$ cat src/shared/letm_defines.vh
// letm_defines.vh: constants of the link error threshold monitor
// assumes inclusion by bare name from rtl files
`ifndef LETM_DEFINES_VH
`define LETM_DEFINES_VH
`define LETM_THRESHOLD 3'h7
`define LETM_CODE_RX 8'h02
`define LETM_CODE_TX 8'h04
`define LETM_CODE_SEL 8'h06
`define LETM_ADDR_W 4
`define LETM_NSTA 16
// selection window of 400 ns at the 4 ns clock
`define LETM_SEL_CYCLES 8'h64
`define LETM_CAUSE_W 3
`define LETM_CNT_RST 3'h0
`define LETM_TMR_RST 8'h00
`define LETM_BYTE_RST 8'h00
`endif

$ cat src/rtl/letm_monitor.v
// letm_monitor.v: per-station consecutive error counters and threshold reports
// assumes event inputs are one-cycle pulses synchronous to i_ref_clk
`timescale 1ns/10ps
`default_nettype none
`include "letm_defines.vh"

// Functional notes
// RULE1 - receive error run reaching seven reports code 002
// RULE2 - seven receive error causes each advance the receive count
// RULE3 - receive report clears the receive counter
// RULE4 - transmit error run reaching seven reports code 004
// RULE5 - four transmit error causes each advance the transmit count
// RULE6 - transmit report clears counter unless station in start states
// RULE7 - seventh selection timeout reports code 006
// RULE8 - selection window times poll or peer response
// RULE9 - select report clears the selection counter
// RULE10 - output code goes in the response type byte
// RULE11 - station address goes in the station address byte
// RULE12 - separate counters for every station address
// RULE13 - error-free event of same class clears that counter
module letm_monitor (
   input wire i_ref_clk,
   input wire i_nrst,
   input wire [`LETM_ADDR_W-1:0] i_rx_station,
   input wire i_rx_ok,
   input wire [6:0] i_rx_err,
   input wire [`LETM_ADDR_W-1:0] i_tx_station,
   input wire i_tx_ok,
   input wire [3:0] i_tx_err,
   input wire i_tx_start_state,
   input wire [`LETM_ADDR_W-1:0] i_sel_station,
   input wire i_sel_begin,
   input wire i_sel_answer,
   output wire o_sel_timeout,
   output reg o_resp_valid,
   output reg [7:0] o_response_type_byte,
   output reg [7:0] o_station_address_byte
);

   // ---------------------------------------------------------------
   // helpers
   // ---------------------------------------------------------------
   // saturating count step; stays at threshold until cleared
   function [2:0] letm_step;
      input [2:0] cnt;
      begin
         if (cnt == `LETM_THRESHOLD) begin
            letm_step = cnt;
         end else begin
            letm_step = cnt + 3'h1;
         end
      end
   endfunction

   // an error event whose stepped count lands on the threshold
   function letm_at_threshold;
      input err;
      input [2:0] nxt;
      begin
         letm_at_threshold = err && (nxt == `LETM_THRESHOLD);
      end
   endfunction

   // station number widened into the address byte, upper bits zero
   function [7:0] letm_addr_byte;
      input [`LETM_ADDR_W-1:0] sta;
      begin
         letm_addr_byte = {{(8-`LETM_ADDR_W){1'b0}}, sta};
      end
   endfunction

   // per-station counters live in flip-flops, indexed by station
   reg [2:0] rx_cnt_r [0:`LETM_NSTA-1];
   reg [2:0] tx_cnt_r [0:`LETM_NSTA-1];
   reg [2:0] sel_cnt_r [0:`LETM_NSTA-1];
   reg [7:0] sel_tmr_r;
   reg [7:0] sel_tmr_nxt;
   reg sel_run_r;
   reg sel_run_nxt;
   reg [`LETM_ADDR_W-1:0] sel_sta_r;
   reg [`LETM_ADDR_W-1:0] sel_sta_nxt;
   reg resp_valid_nxt;
   reg [7:0] resp_type_nxt;
   reg [7:0] resp_addr_nxt;
   wire rx_any;
   wire tx_any;
   wire [2:0] rx_cnt_nxt;
   wire [2:0] tx_cnt_nxt;
   wire [2:0] sel_cnt_nxt;
   wire rx_hit;
   wire tx_hit;
   wire sel_hit;
   wire sel_last;
   wire sel_clear;
   integer k_rx;
   integer k_tx;
   integer k_sel;

   // ---------------------------------------------------------------
   // selection interval timer
   // ---------------------------------------------------------------
   // one window at a time; a new begin restarts it, so a re-poll before the
   // last window cycle never lets the older window expire against the station
   assign sel_last = sel_run_r && (sel_tmr_r == 8'h01);
   assign o_sel_timeout = sel_last && !i_sel_answer;
   // an answer clears the count only while a window is open
   assign sel_clear = sel_run_r && i_sel_answer;

   always @* begin
      sel_run_nxt = sel_run_r;
      sel_tmr_nxt = sel_tmr_r;
      sel_sta_nxt = sel_sta_r;
      if (i_sel_begin) begin
         sel_run_nxt = 1'b1; // RULE8
         sel_tmr_nxt = `LETM_SEL_CYCLES;
         sel_sta_nxt = i_sel_station;
      end else if (i_sel_answer || o_sel_timeout) begin
         sel_run_nxt = 1'b0;
      end else if (sel_run_r) begin
         sel_tmr_nxt = sel_tmr_r - 8'h01;
      end
   end

   always @(posedge i_ref_clk or negedge i_nrst) begin
      if (!i_nrst) begin
         sel_run_r <= 1'b0;
         sel_tmr_r <= `LETM_TMR_RST;
         sel_sta_r <= {`LETM_ADDR_W{1'b0}};
      end else begin
         sel_run_r <= sel_run_nxt;
         sel_tmr_r <= sel_tmr_nxt;
         sel_sta_r <= sel_sta_nxt;
      end
   end

   // ---------------------------------------------------------------
   // counters
   // ---------------------------------------------------------------
   // any cause bit counts one error, however many are set
   assign rx_any = |i_rx_err; // RULE2
   assign tx_any = |i_tx_err; // RULE5
   assign rx_cnt_nxt = letm_step(rx_cnt_r[i_rx_station]);
   assign tx_cnt_nxt = letm_step(tx_cnt_r[i_tx_station]);
   assign sel_cnt_nxt = letm_step(sel_cnt_r[sel_sta_r]);
   assign rx_hit = letm_at_threshold(rx_any, rx_cnt_nxt); // RULE1
   assign tx_hit = letm_at_threshold(tx_any, tx_cnt_nxt); // RULE4
   assign sel_hit = letm_at_threshold(o_sel_timeout, sel_cnt_nxt); // RULE7

   // receive: an error outranks an error-free frame in the same cycle
   always @(posedge i_ref_clk or negedge i_nrst) begin
      if (!i_nrst) begin
         for (k_rx = 0; k_rx < `LETM_NSTA; k_rx = k_rx + 1) begin
            rx_cnt_r[k_rx] <= `LETM_CNT_RST;
         end
      end else if (rx_hit) begin
         rx_cnt_r[i_rx_station] <= `LETM_CNT_RST; // RULE3 RULE12
      end else if (rx_any) begin
         rx_cnt_r[i_rx_station] <= rx_cnt_nxt; // RULE12
      end else if (i_rx_ok) begin
         rx_cnt_r[i_rx_station] <= `LETM_CNT_RST; // RULE13
      end
   end

   // transmit: start states keep the count so retries report every time
   always @(posedge i_ref_clk or negedge i_nrst) begin
      if (!i_nrst) begin
         for (k_tx = 0; k_tx < `LETM_NSTA; k_tx = k_tx + 1) begin
            tx_cnt_r[k_tx] <= `LETM_CNT_RST;
         end
      end else if (tx_hit) begin
         tx_cnt_r[i_tx_station] <= i_tx_start_state ? tx_cnt_nxt : `LETM_CNT_RST; // RULE6
      end else if (tx_any) begin
         tx_cnt_r[i_tx_station] <= tx_cnt_nxt; // RULE12
      end else if (i_tx_ok) begin
         tx_cnt_r[i_tx_station] <= `LETM_CNT_RST; // RULE13
      end
   end

   // selection: counted against the station latched at window start
   always @(posedge i_ref_clk or negedge i_nrst) begin
      if (!i_nrst) begin
         for (k_sel = 0; k_sel < `LETM_NSTA; k_sel = k_sel + 1) begin
            sel_cnt_r[k_sel] <= `LETM_CNT_RST;
         end
      end else if (sel_hit) begin
         sel_cnt_r[sel_sta_r] <= `LETM_CNT_RST; // RULE9
      end else if (o_sel_timeout) begin
         sel_cnt_r[sel_sta_r] <= sel_cnt_nxt; // RULE12
      end else if (sel_clear) begin
         sel_cnt_r[sel_sta_r] <= `LETM_CNT_RST; // RULE13
      end
   end

   // ---------------------------------------------------------------
   // response
   // ---------------------------------------------------------------
   // one report per cycle; lower code wins and the others are lost,
   // though their counters still clear, except a transmit count in start states, so the next run starts at zero
   always @* begin
      resp_valid_nxt = rx_hit || tx_hit || sel_hit;
      resp_type_nxt = o_response_type_byte;
      resp_addr_nxt = o_station_address_byte;
      if (rx_hit) begin
         resp_type_nxt = `LETM_CODE_RX; // RULE10
         resp_addr_nxt = letm_addr_byte(i_rx_station); // RULE11
      end else if (tx_hit) begin
         resp_type_nxt = `LETM_CODE_TX; // RULE10
         resp_addr_nxt = letm_addr_byte(i_tx_station); // RULE11
      end else if (sel_hit) begin
         resp_type_nxt = `LETM_CODE_SEL; // RULE10
         resp_addr_nxt = letm_addr_byte(sel_sta_r); // RULE11
      end
   end

   // bytes hold between reports so a slow host still reads the last one
   always @(posedge i_ref_clk or negedge i_nrst) begin
      if (!i_nrst) begin
         o_resp_valid <= 1'b0;
         o_response_type_byte <= `LETM_BYTE_RST;
         o_station_address_byte <= `LETM_BYTE_RST;
      end else begin
         o_resp_valid <= resp_valid_nxt;
         o_response_type_byte <= resp_type_nxt;
         o_station_address_byte <= resp_addr_nxt;
      end
   end
endmodule
`default_nettype wire

$ cat config.mk
export PLATFORM = sky130hd
export DESIGN_NAME = letm_monitor
export DESIGN_NICKNAME = d
export VERILOG_FILES = /design/src/rtl/letm_monitor.v
export VERILOG_INCLUDE_DIRS = /design/src /design/src/shared
export SDC_FILE = /design/constraint.sdc
export NUM_CORES = 1
export LEC_CHECK = 0
export ABC_CLOCK_PERIOD_IN_PS = 3100
export BUFFER_PORTS_ARGS = -buffer_cell sky130_fd_sc_hd__buf_2
export CELL_PAD_IN_SITES_DETAIL_PLACEMENT = 0
export CELL_PAD_IN_SITES_GLOBAL_PLACEMENT = 1
export CORE_ASPECT_RATIO = 1.5
export CORE_MARGIN = 8
export CORE_UTILIZATION = 45
export DETAILED_ROUTE_END_ITERATION = 10
export GPL_TIMING_DRIVEN = 0
export HOLD_SLACK_MARGIN = 0.06
export PLACE_DENSITY = 0.87
export SLEW_MARGIN = 20
export SYNTH_ARGS = -nofsm -noshare
export SYNTH_HDL_FRONTEND = slang
export SYNTH_SLANG_ARGS = --single-unit
$ cat constraint.sdc
create_clock -name i_ref_clk -period 3.1 [get_ports i_ref_clk]
set_clock_uncertainty 0.15 [all_clocks]
set_input_delay 0.465 -clock i_ref_clk [delete_from_list [all_inputs] [get_ports i_ref_clk]]
set_output_delay 0.465 -clock i_ref_clk [all_outputs]
set_load 0.1 [all_outputs]
==> impl_metrics.yaml <==
outcome:
  status: "finished with violations"
  violations: "setup timing"
route:
  dr.first_iter.drc_count: 621
  ant_nets: 0
  vias: 6640
  drc_errors: 0
  firstDrtPassIters: 5
  wl_per_cell_um: 21.2
  vias_per_cell: 5.97
  finalWirelength_mm: 23.5
floorplanning:
  rows: 61
  dieHeight_um: 184
  ioPinCount: 48
  dieArea_um2: 23500
  initial_utilization_pct: 45.7
  coreArea_um2: 18500
  die_w_um: 128
grt:
  track_usage_pct: 20.6
  grt_first_pass_wirelength_mm: 37.6
  antenna_found_initial: 0
  grt_pass1_vias: 6900
  overflow: 0
  grt_max_degree: 61
synthesis:
  syn-instance-count: 736
  yosys_register_bits: 164
  synth_area_um2: 8450
  ys_async_sr_fraction_pct: 100
  ys_seq_area_share_pct: 48.6
  synth_area_leader_cell: "dfrtp_1"
  ys.flop_type: "dfrtp_1"
  ys_warn_count: 0
  syn_area_per_cell_um2: 11.5
  synth_area_leaders: "dfrtp_1 49%, mux4_2 10%, mux2_2 6.8%"
  synth-edff-count: 0
  synthDominantCellAreaShare_pct: 48.6
  synth.distinct_cells: 63
timing:
  maxSlewHeadroom_pct: 30.7
  worstMarginPinSlew_ns: 1.03
  min_period_over_period_pct: 109
  rsz0062_at_grt: "yes"
  hold_violations: 0
  max_clock_freq_mhz: 295
  timing.final.ws_setup_ns: -0.293
  layout_min_cycle_time_ns: 3.39
  drv_slew: 0
  setup_viol: 101
power:
  total_leakage_power_nw: 4.59
  ir_worst_vdd_mv: 0.493
  p_total_mw: 8.91
  p_per_area_nw_per_um2: 823
placement:
  port_buffers: 33
  place_congestion: 0.827
  dp_slack_ns: -1.04
  dp_hpwl_mm: 16.0
cts:
  clock_latency_ns: 0.43
  clock-root-buffer: "clkbuf_16"
  htreeDepth: 4
  clock_path_buffers: 2
  path_clk_slew_ns: 0.07
  cts.sinks: 164
  cts_buffers: 17
  cts_tree: "yes"
setup_path:
  cp_cell_sequence: "clkbuf_4 > mux4_2 > mux4_2 > ha_4 > or4b_4 > a31oi_4 > buf_6 > o22a_1 > o31ai_2"
  criticalPathCategory: "flip-flop to flip-flop"
  crit_arrival_ns: 3.54
  start_kind: "flip-flop"
  crit_path_max_fanout: 10
  endpoint_kind: "flip-flop"
  critPathMaxStageDelay_ns: 0.53
  critical_path.slowest_cell: "mux4_2"
  crit_top_cell: "mux4_2"
  cp.required_ns: 3.24
worst_hold_path:
  hold_class: "primary input to flip-flop"
layout:
  syn_to_final_growth_pct: 28.2
  diodes: 0
  fin_nets: 882
  drive_above_1_share_pct: 38.4
flow_run:
  maxCapViolCount: 0
-- placed cells by master (no fill, tap or decap), types with 11 or more instances in the layout --
cell type    n
dfrtp_1    162
nand2_1     53
a22o_1      46
buf_4       41
mux4_2      38
mux2_4      38
buf_2       37
nor2_1      36
o21ai_0     36
a21oi_1     34
buf_6       30
nor3_1      23
clkbuf_1    17
clkbuf_16   17
a21oi_2     15
mux2_2      13
nand2b_1    11
-- registers in the layout, summed over array words and instances, names as in the netlist --
name / count
o_response_type_byte: 2
sel_cnt_r: 48
sel_run_r: 1
o_resp_valid: 1
o_station_address_byte: 4
rx_cnt_r: 48
sel_sta_r: 4
sel_tmr_r: 8
tx_cnt_r: 48
-- path summary, 6_finish.rpt --
check | start | slack [ns] | cells after the start | to
max | sel_sta_r[1]$_DFFE_PN0P_ | -0.29 | 9 | o_station_address_byte[1]$_DFFE_PN0P_
min | i_sel_station[2] | 0.09 | 3 | sel_sta_r[2]$_DFFE_PN0P_
max reg2reg | sel_sta_r[1]$_DFFE_PN0P_ | -0.29 | 9 | o_station_address_byte[1]$_DFFE_PN0P_
min reg2reg | tx_cnt_r[1]$_DFFE_PN0P_ | 0.35 | 1 | tx_cnt_r[1]$_DFFE_PN0P_
max in group asynchronous | i_nrst | 1.47 | 4 | sel_cnt_r[24]$_DFFE_PN0P_
min in group asynchronous | i_nrst | 0.38 | 2 | sel_tmr_r[3]$_DFFE_PN0P_
-- cells by family after synthesis --
kind of cell / Yosys count / share of synthesized area [%]
compound gates: 197 / 16.0
simple gates: 197 / 12.0
flops: 164 / 48.6
mux: 94 / 17.5
buf+inv: 70 / 4.27
xor+xnor: 8 / 0.830
fa+ha+maj: 5 / 0.741
other cells: 1 / 0.0444
-- per-stage QoR --
stage / instances / hold slack (ns) / instance area (µm²) / util (%) / TNS, ns
floorplan: 745 / 0.0194 / 8840 / - / -18.86
global placement: 1030 / 0.329 / 9320 / 50.5 / -278.18
detailed placement: 1032 / 0.238 / 9380 / 50.8 / -96.79
CTS: 1100 / 0.0835 / 10500 / 56.7 / -17.29
global route: 1112 / 0.115 / 10800 / 58.6 / -25.25
finish: 1112 / 0.0895 / 10800 / 58.6 / -18.12
-- worst max-delay path: cells and delay by family, from the launching register on --
kind            cells  cell delay (ns)
compound gates      3             0.52
fa+ha+maj           1             0.29
buf+inv             2             0.43
flops               1             0.50
mux                 2             0.87
simple gates        1             0.50
-- per-layer routing --
| layer | global-route usage, % | vias up | part of all wire, % |
|---|---|---|---|
| li1 | - | 2979 | - |
| met1 | 22.4 | 3380 | 37 |
| met2 | 36.9 | 208 | 54 |
| met3 | 3.34 | 73 | 3.5 |
| met4 | 12.1 | 0 | 4.8 |
| met5 | 0 | - | 0 |
-- synth_stat cells, types with 3 or more instances --
cell type	count
dfrtp_1	164
nand2_1	56
a21oi_1	51
mux2_2	51
a22o_1	46
o21ai_0	40
mux4_2	38
nor2_1	38
nor3_1	25
clkbuf_1	22
a31oi_1	15
buf_4	15
buf_2	14
inv_1	13
nand3_1	13
nand2b_1	11
nor2b_1	8
a22oi_1	6
nor4_1	6
or3_1	6
a32o_1	5
ha_1	5
mux2i_1	5
nand4_1	5
xnor2_1	5
nand3b_1	4
nor3_2	4
o22a_1	4
o31ai_2	4
a22oi_2	3
and2_1	3
buf_6	3
o211ai_1	3
or4_1	3
xor2_1	3
-- power by group --
group	internal (mW)	switching (mW)	total, mW
clock network	1.04	0.928	1.97
registers	2.76	0.380	3.14
logic	1.67	2.13	3.80
total	5.47	3.44	8.91
-- layout make-up --
type	instances	area, µm²
plain buffers	54	397
fillers	1522	7640
flip-flops and latches	164	4110
clock buffers	17	425
multi-input cells	511	4680
repair buffers	86	731
well taps	252	315
inverters	13	55.1
clock inverters	15	120
-- timing repair --
action	CTS	global route
gates cloned	8	0
setup buffers	29	14
hold buffers	1	0
hold endpoints to repair	47	0
gates resized for setup	70	44
pin swaps	27	18
endpoints found under the setup margin	134	149
No activity file was read; power rests on OpenSTA's default activity.
